<file path="config.mk">
export PLATFORM = sky130hd
export DESIGN_NAME = trr_responder
export DESIGN_NICKNAME = d
export VERILOG_FILES = /design/src/trr_pkg.sv /design/src/trr_responder.sv
export SDC_FILE = /design/constraint.sdc
export NUM_CORES = 2
export LEC_CHECK = 0
export ABC_AREA = 1
export BUFFER_PORTS_ARGS = -buffer_cell sky130_fd_sc_hd__buf_2
export CAP_MARGIN = 20
export CORE_AREA = 2 2 326 328
export CTS_BUF_LIST = sky130_fd_sc_hd__clkbuf_16
export CTS_CLUSTER_SIZE = 20
export DETAILED_ROUTE_END_ITERATION = 16
export DIE_AREA = 0 0 328 330
export PLACE_DENSITY = 0.7
export SETUP_SLACK_MARGIN = 0.15
export SYNTH_ARGS = -nofsm -noshare
export SYNTH_HDL_FRONTEND = slang
export SYNTH_SLANG_ARGS = --single-unit
</file>
<file path="constraint.sdc">
create_clock -name clk_i -period 4.22 [get_ports clk_i]
set_input_delay 0.633 -clock clk_i [delete_from_list [all_inputs] [get_ports clk_i]]
set_output_delay 0.633 -clock clk_i [all_outputs]
set_load 0.005 [all_outputs]
</file>
<file path="src/trr_pkg.sv">
// Package with constants and types for the touch report responder.
package trr_pkg;

  // Key and report geometry.
  localparam int          NKEY       = 11;
  localparam int          NIND       = 7;
  localparam int          NSETUP     = 42;
  localparam logic [5:0]  LEN_NONE   = 6'h00;
  localparam logic [5:0]  LEN_ONE    = 6'h01;
  localparam logic [5:0]  LEN_TWO    = 6'h02;
  localparam logic [5:0]  LEN_SETUP  = 6'h2A;

  // Request codes.
  localparam logic [7:0]  REQ_FIRST  = 8'hC0;
  localparam logic [7:0]  REQ_ALL    = 8'hC1;
  localparam logic [7:0]  REQ_STAT   = 8'hC2;
  localparam logic [7:0]  REQ_SCRC   = 8'hC3;
  localparam logic [7:0]  REQ_WCRC   = 8'hC4;
  localparam logic [7:0]  REQ_ERR    = 8'hC5;
  localparam logic [7:0]  REQ_IND    = 8'hC6;
  localparam logic [7:0]  REQ_LAST   = 8'hC7;
  localparam logic [7:0]  REQ_SETUP  = 8'hC8;
  localparam logic [7:0]  REQ_ID     = 8'hC9;
  localparam logic [7:0]  REQ_FW     = 8'hCA;
  localparam logic [3:0]  GRP_SIG    = 4'h2;
  localparam logic [3:0]  GRP_REF    = 4'h4;
  localparam logic [3:0]  GRP_KST    = 4'h8;
  localparam logic [3:0]  KEY_MAX    = 4'hA;

  // Arbitrary identification value, not tied to any real part.
  localparam logic [7:0]  DEV_ID     = 8'hA5;

  // Fixed maximum burst limit in pulses.
  localparam logic [15:0] MAX_BURST  = 16'h0800;

  // Abandon timeout: 100 ms at 250 MHz.
  localparam int          TMO_MS     = 100;
  localparam int          CLK_KHZ    = 250000;
  localparam int          TMO_CYC    = TMO_MS * CLK_KHZ;

  // Register byte offsets.
  localparam logic [7:0]  A_CTRL     = 8'h00;
  localparam logic [7:0]  A_TOUCH    = 8'h04;
  localparam logic [7:0]  A_KEYEN    = 8'h08;
  localparam logic [7:0]  A_NSUP     = 8'h0C;
  localparam logic [7:0]  A_TRIM     = 8'h10;
  localparam logic [7:0]  A_IND      = 8'h14;
  localparam logic [7:0]  A_CRC      = 8'h18;
  localparam logic [7:0]  A_FW       = 8'h1C;
  localparam logic [7:0]  A_SIG      = 8'h20;
  localparam logic [7:0]  A_REF      = 8'h24;
  localparam logic [7:0]  A_SETUP    = 8'h28;
  localparam logic [7:0]  A_CYCLE    = 8'h2C;
  localparam logic [7:0]  A_LBL      = 8'h30;
  localparam logic [7:0]  A_STAT     = 8'h34;

  // Control register fields.
  localparam int          C_SHEN     = 0;
  localparam int          C_SHACT    = 1;
  localparam int          C_STVAL    = 2;
  localparam int          C_ATTN     = 3;

  // Status byte fields.
  localparam int          S_ONE      = 7;
  localparam int          S_TOUCH    = 6;
  localparam int          S_OVR      = 5;
  localparam int          S_ERR      = 4;
  localparam int          S_ATTN     = 3;
  localparam int          S_STORE    = 2;
  localparam int          S_RST      = 1;
  localparam int          S_SHIELD   = 0;

  // Wishbone request from the master.
  typedef struct packed {
    logic        cyc;
    logic        stb;
    logic        we;
    logic [7:0]  adr;
    logic [3:0]  sel;
    logic [31:0] dat;
  } trr_wb_req_t;

  // Serial link inputs from pins.
  typedef struct packed {
    logic sclk;
    logic ss_n;
    logic mosi;
  } trr_spi_in_t;

endpackage

</file>
<file path="src/trr_responder.sv">
// Report request responder: serial slave plus Wishbone register file.
//
// The Wishbone register port and the address map are this design's own decisions.
`timescale 1ns/1ps
`default_nettype none

module trr_responder #(
  parameter int TMO_CYCLES = trr_pkg::TMO_CYC
) (
  // Clock and reset.
  input  wire logic                 clk_i,
  input  wire logic                 rst_i,
  // Wishbone slave.
  input  wire trr_pkg::trr_wb_req_t wb_i,
  output logic [31:0]               wb_dat_o,
  output logic                      wb_ack_o,
  // Serial link.
  input  wire trr_pkg::trr_spi_in_t spi_i,
  output logic                      miso_o,
  output logic                      miso_oe_n_o
);
  import trr_pkg::*;

  //////////////////////////////////////////////////////////////////////////////
  // Register file.
  logic [4:0]        ctrl_ff;
  logic [NKEY-1:0]   touch_ff;
  logic [NKEY-1:0]   keyen_ff;
  logic [NKEY-1:0]   nsup_ff;
  logic [NKEY-1:0]   trim_ff;
  logic [NIND-1:0]   ind_ff;
  logic [15:0]       crc_ff;
  logic [7:0]        fw_ff;
  logic [31:0]       cycle_ff;
  logic [15:0]       lbl_ff;
  logic [15:0]       sig_mem [NKEY];
  logic [15:0]       ref_mem [NKEY];
  logic [7:0]        setup_mem [NSETUP];
  logic              wb_wr;
  logic [7:0]        last_cmd_ff;
  logic [3:0]        first_ff;
  logic              rst_flag_ff;
  logic [5:0]        pend_ff;
  logic              multi;

  // A write lands on the edge at which the master samples ack high.
  assign wb_wr = wb_i.cyc && wb_i.stb && wb_i.we && wb_ack_o;

  // Scalar configuration registers.
  always_ff @(posedge clk_i) begin
    if (rst_i) begin
      ctrl_ff  <= 5'h00;
      touch_ff <= '0;
      keyen_ff <= '0;
      nsup_ff  <= '0;
      trim_ff  <= '0;
      ind_ff   <= '0;
      crc_ff   <= 16'h0000;
      fw_ff    <= 8'h00;
      cycle_ff <= 32'h0000_0000;
      lbl_ff   <= 16'h0000;
    end else if (wb_wr) begin
      unique case (wb_i.adr)
        A_CTRL:  ctrl_ff  <= wb_i.dat[4:0];
        A_TOUCH: touch_ff <= wb_i.dat[NKEY-1:0];
        A_KEYEN: keyen_ff <= wb_i.dat[NKEY-1:0];
        A_NSUP:  nsup_ff  <= wb_i.dat[NKEY-1:0];
        A_TRIM:  trim_ff  <= wb_i.dat[NKEY-1:0];
        A_IND:   ind_ff   <= wb_i.dat[NIND-1:0]; // Destination states.
        A_CRC:   crc_ff   <= wb_i.dat[15:0];
        A_FW:    fw_ff    <= wb_i.dat[7:0];
        A_CYCLE: cycle_ff <= wb_i.dat;
        A_LBL:   lbl_ff   <= wb_i.dat[15:0];
        default: ;
      endcase
    end
  end

  // Per key measurement arrays and the setup table, written indirectly.
  always_ff @(posedge clk_i) begin
    if (wb_wr && wb_i.adr == A_SIG && wb_i.dat[19:16] <= KEY_MAX) begin
      sig_mem[wb_i.dat[19:16]] <= wb_i.dat[15:0];
    end
    if (wb_wr && wb_i.adr == A_REF && wb_i.dat[19:16] <= KEY_MAX) begin
      ref_mem[wb_i.dat[19:16]] <= wb_i.dat[15:0];
    end
    if (wb_wr && wb_i.adr == A_SETUP && wb_i.dat[13:8] < LEN_SETUP) begin
      setup_mem[wb_i.dat[13:8]] <= wb_i.dat[7:0];
    end
  end

  // Bus answer: one wait state, unmapped reads return zero.
  always_ff @(posedge clk_i) begin
    if (rst_i) begin
      wb_ack_o <= 1'b0;
      wb_dat_o <= 32'h0000_0000;
    end else begin
      wb_ack_o <= wb_i.cyc && wb_i.stb && !wb_ack_o;
      unique case (wb_i.adr)
        A_CTRL:  wb_dat_o <= {27'h0, ctrl_ff};
        A_TOUCH: wb_dat_o <= {21'h0, touch_ff};
        A_KEYEN: wb_dat_o <= {21'h0, keyen_ff};
        A_NSUP:  wb_dat_o <= {21'h0, nsup_ff};
        A_TRIM:  wb_dat_o <= {21'h0, trim_ff};
        A_IND:   wb_dat_o <= {25'h0, ind_ff};
        A_CRC:   wb_dat_o <= {16'h0, crc_ff};
        A_FW:    wb_dat_o <= {24'h0, fw_ff};
        A_CYCLE: wb_dat_o <= cycle_ff;
        A_LBL:   wb_dat_o <= {16'h0, lbl_ff};
        A_STAT:  wb_dat_o <= {12'h000, pend_ff, multi, rst_flag_ff, first_ff, last_cmd_ff};
        default: wb_dat_o <= 32'h0000_0000;
      endcase
    end
  end

  //////////////////////////////////////////////////////////////////////////////
  // Derived key state.
  logic [NKEY-1:0] lbf;
  logic [NKEY-1:0] mbf;
  logic [NKEY-1:0] errk;
  logic            overrun;
  logic            shield;
  logic [7:0]      status_byte;

  // Burst faults per key; disabled keys never report an error.
  always_comb begin
    for (int k = 0; k < NKEY; k++) begin
      mbf[k]  = sig_mem[k] >= MAX_BURST;
      lbf[k]  = sig_mem[k] < lbl_ff;
      errk[k] = keyen_ff[k] && (mbf[k] || lbf[k]);
    end
  end

  // Overrun while measured time exceeds configured cycle time.
  assign overrun = cycle_ff[31:16] > cycle_ff[15:0];
  assign shield  = ctrl_ff[C_SHEN] && ctrl_ff[C_SHACT];
  assign multi   = !$onehot0(touch_ff);

  // Device status byte.
  always_comb begin
    status_byte           = 8'h00;
    status_byte[S_ONE]    = 1'b1;
    status_byte[S_TOUCH]  = |touch_ff;
    status_byte[S_OVR]    = overrun;
    status_byte[S_ERR]    = |errk;
    status_byte[S_ATTN]   = ctrl_ff[C_ATTN];
    status_byte[S_STORE]  = !ctrl_ff[C_STVAL];
    status_byte[S_RST]    = rst_flag_ff;
    status_byte[S_SHIELD] = shield;
  end

  // Earliest touched key is held until released, then lowest touched wins.
  always_ff @(posedge clk_i) begin
    if (rst_i) begin
      first_ff <= 4'h0;
    end else if (!touch_ff[first_ff] || first_ff > KEY_MAX) begin
      for (int k = NKEY - 1; k >= 0; k--) begin
        if (touch_ff[k]) begin
          first_ff <= 4'(k);
        end
      end
    end
  end

  //////////////////////////////////////////////////////////////////////////////
  // Link input synchronisers and edge detection.
  logic [2:0] sy1_ff;
  logic [2:0] sy2_ff;
  logic       sclk_d_ff;
  logic       rise;
  logic       fall;
  logic       sel;

  always_ff @(posedge clk_i) begin
    if (rst_i) begin
      sy1_ff      <= 3'h2;
      sy2_ff      <= 3'h2;
      sclk_d_ff   <= 1'b0;
      miso_oe_n_o <= 1'b1;
    end else begin
      sy1_ff      <= {spi_i.sclk, spi_i.ss_n, spi_i.mosi};
      sy2_ff      <= sy1_ff;
      sclk_d_ff   <= sy2_ff[2];
      miso_oe_n_o <= sy2_ff[1];                         // Driven only while selected.
    end
  end

  assign sel  = !sy2_ff[1];
  assign rise = sel && sy2_ff[2] && !sclk_d_ff;
  assign fall = sel && !sy2_ff[2] && sclk_d_ff;

  //////////////////////////////////////////////////////////////////////////////
  // Byte engine and request decode.
  logic [2:0]  bit_ff;
  logic [7:0]  rx_ff;
  logic [7:0]  rx_byte;
  logic        byte_done;
  logic        load_ff;
  logic [7:0]  cmd_ff;
  logic [5:0]  idx_ff;
  logic [24:0] tmo_ff;
  logic        tmo;
  logic        cmd_evt;
  logic [5:0]  req_len;
  logic [7:0]  rsp_byte;
  logic [7:0]  tx_ff;
  logic [3:0]  rk;
  logic [3:0]  ck;
  logic        tx_load;

  assign rx_byte   = {rx_ff[6:0], sy2_ff[0]};
  assign byte_done = rise && bit_ff == 3'h7;
  assign cmd_evt   = byte_done && pend_ff == LEN_NONE;
  assign tmo       = tmo_ff == 25'(TMO_CYCLES - 1);
  assign rk        = rx_byte[3:0];

  // Abandon timer counts only mid-exchange and restarts on each serial clock edge.
  always_ff @(posedge clk_i) begin
    if (rst_i || rise || fall || (bit_ff == 3'h0 && pend_ff == LEN_NONE) || tmo) begin
      tmo_ff <= 25'h0;
    end else begin
      tmo_ff <= tmo_ff + 25'h1;
    end
  end

  // Bit counter and receive shifter, MSB first.
  always_ff @(posedge clk_i) begin
    if (rst_i || !sel || tmo) begin
      bit_ff <= 3'h0;
      rx_ff  <= 8'h00;
    end else if (rise) begin
      bit_ff <= bit_ff + 3'h1;
      rx_ff  <= rx_byte;
    end
  end

  // Length of the reply for a received request code.
  always_comb begin
    req_len = LEN_NONE;
    unique case (rx_byte[7:4])
      GRP_SIG, GRP_REF: req_len = (rk <= KEY_MAX) ? LEN_TWO : LEN_NONE;
      GRP_KST:          req_len = (rk <= KEY_MAX) ? LEN_ONE : LEN_NONE;
      REQ_FIRST[7:4]: begin
        if (rx_byte == REQ_ALL || rx_byte == REQ_ERR) begin
          req_len = LEN_TWO;
        end else if (rx_byte == REQ_SETUP) begin
          req_len = LEN_SETUP;
        end else if (rx_byte <= REQ_FW) begin
          req_len = LEN_ONE;
        end
      end
      default: req_len = LEN_NONE;
    endcase
  end

  // Exchange state: command latch, bytes still owed, byte load strobe.
  always_ff @(posedge clk_i) begin
    if (rst_i || tmo) begin
      pend_ff <= LEN_NONE;
      cmd_ff  <= 8'h00;
      load_ff <= 1'b0;
    end else begin
      load_ff <= byte_done;
      if (cmd_evt) begin
        cmd_ff  <= rx_byte;
        pend_ff <= req_len;
      end else if (byte_done) begin
        pend_ff <= pend_ff - 6'h01;                       // One filler per byte.
      end
    end
  end

  // Reply index advances at each byte load.
  always_ff @(posedge clk_i) begin
    if (rst_i || cmd_evt) begin
      idx_ff <= 6'h00;
    end else if (tx_load) begin
      idx_ff <= idx_ff + 6'h01;
    end
  end

  // Last command history, excluding its own request.
  always_ff @(posedge clk_i) begin
    if (rst_i) begin
      last_cmd_ff <= 8'h00;
    end else if (cmd_evt && rx_byte != REQ_LAST) begin
      last_cmd_ff <= rx_byte;
    end
  end

  // Reset flag: cleared as the status reply is loaded, so that reply still shows it.
  always_ff @(posedge clk_i) begin
    if (rst_i) begin
      rst_flag_ff <= 1'b1;
    end else if (tx_load && cmd_ff == REQ_STAT) begin
      rst_flag_ff <= 1'b0;
    end
  end

  // Reply byte for the latched command and the current index.
  assign ck = cmd_ff[3:0];
  always_comb begin
    rsp_byte = 8'h00;
    unique case (cmd_ff[7:4])
      GRP_SIG: rsp_byte = (idx_ff == 6'h00) ? sig_mem[ck][15:8] : sig_mem[ck][7:0];
      GRP_REF: rsp_byte = (idx_ff == 6'h00) ? ref_mem[ck][15:8] : ref_mem[ck][7:0];
      GRP_KST: rsp_byte = {touch_ff[ck], lbf[ck], mbf[ck], 2'b00,
                           nsup_ff[ck], trim_ff[ck], keyen_ff[ck]};
      default: begin
        unique case (cmd_ff)
          REQ_FIRST: rsp_byte = {|touch_ff, multi, |errk, 1'b0, first_ff};
          REQ_ALL:   rsp_byte = (idx_ff == 6'h00) ? {5'h00, touch_ff[10:8]}
                                                  : touch_ff[7:0];
          REQ_STAT:  rsp_byte = status_byte;
          REQ_SCRC:  rsp_byte = ctrl_ff[C_STVAL] ? crc_ff[7:0] : 8'h00;
          REQ_WCRC:  rsp_byte = crc_ff[15:8];
          REQ_ERR:   rsp_byte = (idx_ff == 6'h00) ? {5'h00, errk[10:8]}
                                                  : errk[7:0];
          REQ_IND:   rsp_byte = {1'b0, ind_ff};
          REQ_LAST:  rsp_byte = last_cmd_ff;
          REQ_SETUP: rsp_byte = setup_mem[idx_ff];
          REQ_ID:    rsp_byte = DEV_ID;
          REQ_FW:    rsp_byte = fw_ff;
          default:   rsp_byte = 8'h00;
        endcase
      end
    endcase
  end

  //////////////////////////////////////////////////////////////////////////////
  // Transmit shifter: new byte one cycle after the eighth rising edge.
  assign tx_load = load_ff && pend_ff != LEN_NONE && sel;

  always_ff @(posedge clk_i) begin
    if (rst_i || !sel || tmo) begin
      tx_ff  <= 8'h00;
      miso_o <= 1'b0;
    end else if (load_ff) begin
      tx_ff  <= tx_load ? rsp_byte : 8'h00;               // Sent MSB first.
      miso_o <= tx_load ? rsp_byte[7] : 1'b0;
    end else if (fall && bit_ff != 3'h0) begin
      tx_ff  <= {tx_ff[6:0], 1'b0};
      miso_o <= tx_ff[6];
    end
  end
endmodule
`default_nettype wire

</file>
==> flow_summary.yaml <==
sta:
  relSlewSlack_pct: 27.0
  slew_violations: 0
  max_freq_ghz: 0.252
  period_share_pct: 94.1
  finalSetupTns_ns: 0
  fin_skew_ns: 0.0438
  worst_slew_pin_slew_ns: 1.10
  fin_crit_ns: 3.97
  finalSetupViolCount: 0
  rsz0062_at_grt: "yes"
  hold_ws_ns: 0.127
  final_hold_viol_count: 0
power:
  p_per_area_nw_per_um2: 387
  p_leak_uw: 0.0187
  switching_share_pct: 20.8
  clkPwrFrac_pct: 44.8
  p_sw_uw: 4250
  power_frac_comb_pct: 1.8
  seqPwrFrac_pct: 53.5
  ir_drop_v: 0.000310
  p_int_uw: 16100
floorplanning:
  ios: 87
  core_area_um2: 105000
  dieArea_um2: 108000
  die_height_um: 330
  die_width_um: 328
  start_util_pct: 44.6
  fp-row-count: 119
clocking:
  cts.sinks: 1024
  cts_tree: "built"
  htree_levels: 3
  root_buffer: "clkbuf_16"
  clockBufferDepth: 3
  clk_pin_slew_ns: 0.06
  clock_latency_ns: 0.70
  cts-buffers-inserted: 102
grt:
  grt_pass1_wl_um: 207000
  track_usage_pct: 25.1
  grt_pass1_vias: 34200
  overflow: 0
  grt_max_degree: 175
  antenna_found_initial: 1
route:
  viasPerCell: 5.82
  drt_wl_total_um: 138000
  drc: 0
  antenna_left: 0
  drt_iter0_markers: 4379
  dr.pass1.iters: 6
  vias: 36200
  wl_per_cell_um: 22.2
placed_design:
  dp.cells: 6026
  gp_congestion: 1.00
  place_area_um2: 49200
  post-dp-hpwl_um: 88900
  port_buffers: 82
setup_path:
  crit_buf_inv: 2
  cp_cell_sequence: "fa_1, inv_1, fa_1, fa_1, fa_2, fa_2, o31ai_1, nand2_1, nand2_1, nand4_1, nor3_2, buf_4, nand3_1, nor2_1, nor2_1, nand2_1, a21oi_1"
  timing_worst_setup_path_type: "register to register"
  cp-end-kind: "register"
  startpoint_type: "register"
  cp_data_required_time_ns: 4.80
  cpPeakStageDelay_ns: 0.54
  slowest_stage: "fa_1"
  arrival_ns: 4.55
  r2r_slack_ns: 0.25
  path_max_fanout: 4
  crit_family: "adder cells"
synthesis:
  ys_ff_latch: 1024
  avgSynthCellArea_um2: 10.2
  syn_inst: 4562
  async_flop_share_pct: 0
  yosysSeqAreaShare_pct: 60.4
  ys.flop_type: "edfxtp_1"
  synth_area_um2: 46700
  ys_types: 57
  synth_edf_count: 768
  ys_warn_count: 0
layout:
  area.sequential_um2: 28200
  syn2layout_area_growth_pct: 12.8
  num-fill-cells: 9305
  final_nets: 4991
  stdcell_area_um2: 52700
  drive_above_1_share_pct: 9.53
  final_cells: 6218
  multi_input_area_um2: 16400
outcome:
  status: "complete, no violations"
min_path:
  hold_path_class: "input pin to register"
run:
  drv_cap: 0
==> layout by cell type, fill, tap and decap left out, types with 5 or more instances in the layout <==
cell and n:
o2111ai_1 6, edfxtp_1 768, clkinv_1 22, fa_1 5
nor3_1 46, o22ai_1 77, buf_2 82, buf_4 126
nor2_4 9, conb_1 80, o211ai_1 85, nand2_1 495
clkinv_2 22, inv_1 348, nand3_1 217, nor2_1 644
ha_1 191, clkbuf_16 107, a21oi_1 325, or2_2 5
buf_12 9, nand4_1 34, inv_2 29, a211oi_1 6
o221ai_1 88, nand3_2 5, nor2_2 15, o21ai_0 571
nor3_2 5, o21ai_1 20, a221oi_1 24, nor4_1 5
xor2_1 5, dfxtp_1 249, o21a_1 14, a31oi_1 16
nor3b_1 7, bufinv_16 10
==> final timing paths <==
path,cells after the start,start,to
max,17,touch_ff[0]$_SDFFE_PP0P_,tx_ff[6]$_SDFFE_PP0P_
min,2,spi_i[1],sy1_ff[1]$_SDFF_PP1_
max reg2reg,17,touch_ff[0]$_SDFFE_PP0P_,tx_ff[6]$_SDFFE_PP0P_
min reg2reg,2,sy1_ff[2]$_SDFF_PP0_,sy2_ff[2]$_SDFF_PP0_
==> worst register-to-register path, cell delays in order, from the launching register on <==
cell,delay [ns]
dfxtp_2,0.34
fa_1,0.55
inv_1,0.07
fa_1,0.52
fa_1,0.43
fa_2,0.36
fa_2,0.34
o31ai_1,0.26
nand2_1,0.12
nand2_1,0.07
nand4_1,0.09
nor3_2,0.22
buf_4,0.15
nand3_1,0.07
nor2_1,0.10
nor2_1,0.05
nand2_1,0.08
a21oi_1,0.06
==> cell type report <==
type	count	area share, %
clock inverters	82	1.33
clock buffers	107	5.08
multi-input cells	3035	31.2
diodes	1	0.00475
inverters	360	2.58
flip-flops and latches	1024	53.5
repair buffers	218	2.97
well taps	1391	3.30
==> layer usage <==
| layer | GRT usage (%) | vias up | routed length (um) |
|---|---|---|---|
| met4 | 12.9 | 0 | 7580 |
| met5 | 0 | - | 0 |
| met3 | 4.46 | 358 | 13100 |
| li1 | - | 16600 | - |
| met2 | 39.1 | 1824 | 61900 |
| met1 | 33.8 | 17400 | 55800 |
==> metrics by stage <==
| step | utilization (%) | setup WS, ns | power (uW) |
|---|---|---|---|
| after global placement | 47.0 | 0.125 | 11500 |
| after detailed placement | 47.0 | 0.155 | 11500 |
| after CTS | 50.3 | 0.189 | 20500 |
| after global routing | 50.3 | 0.0842 | 20900 |
| final | 50.3 | 0.247 | 20400 |
| after floorplan | - | 0.483 | 11200 |
==> synthesized netlist by cell type (3+ instances only) <==
cell type  number  share of area (%)
o21ai_1        20               0.21
o211ai_1       85                1.4
nor4_1          5              0.067
inv_2          30               0.24
nand2_1       495                4.0
or2_2           5              0.067
buf_6           3              0.072
a21oi_1       325                3.5
nand2_2         3              0.040
nor3_1         47               0.50
nor4_2          3              0.080
a31oi_1        16               0.21
a211oi_1        6              0.096
o22ai_1        77                1.0
a221oi_1       24               0.45
buf_2          76               0.81
dfxtp_1       256                 11
buf_4          27               0.43
nand3_2         4              0.086
nand3_1       218                2.3
nor3_2          4              0.086
nor2_1        647                5.2
o221ai_1       88                1.7
inv_1         322                2.6
nor4_4          3               0.14
nor2_4          9               0.22
xor2_1          5              0.094
o31ai_1         4              0.064
nor3b_1         7               0.11
nand4_1        34               0.46
o2111ai_1       6               0.11
o21ai_0       571                6.1
clkbuf_1      107               0.86
clkinv_1        7              0.056
ha_1          191                5.1
o21a_1         14               0.23
nor2_2         12               0.16
edfxtp_1      768                 49
buf_1           7              0.056
fa_1            7               0.30
==> registers in the layout (all words and copies together) (netlist names), 4 cells and up, named ones only <==
| register | cells |
|---|---|
| trim_ff | 11 |
| cmd_ff | 8 |
| pend_ff | 6 |
| ctrl_ff | 5 |
| crc_ff | 16 |
| tx_ff | 7 |
| first_ff | 4 |
| nsup_ff | 11 |
| touch_ff | 11 |
| setup_mem | 336 |
| tmo_ff | 25 |
| cycle_ff | 32 |
| lbl_ff | 16 |
| ind_ff | 7 |
| sig_mem | 256 |
| keyen_ff | 11 |
| idx_ff | 6 |
| last_cmd_ff | 8 |
| fw_ff | 8 |
| ref_mem | 176 |
| rx_ff | 7 |
| wb_dat_o | 32 |
==> logic make-up after synthesis <==
family,share of synthesized area [%]
AOI/OAI and AO/OA,15.3
adders and majority gates,5.42
and+or+nand+nor,13.7
DFF,60.4
xor gates and xnor gates,0.0938
buffers and inverters,5.16
other,0.00803
==> timing repair <==
item / in CTS / in global routing
pin swaps: 0 / 3
buffers inserted: 0 / 1
resized for setup: 1 / 4
endpoints found under the setup margin: 1 / 1
hold buffers: 0 / 0
==> power groups by stage <==
stage	registers (uW)	clock network (uW)	logic, uW
2_1_floorplan	11100	0	95.6
3_3_place_gp	11100	0	341
3_5_place_dp	11100	0	347
4_1_cts	10900	9220	348
5_1_grt	10900	9630	379
6_report	10900	9120	358
No activity file was read; power rests on OpenSTA's default activity.
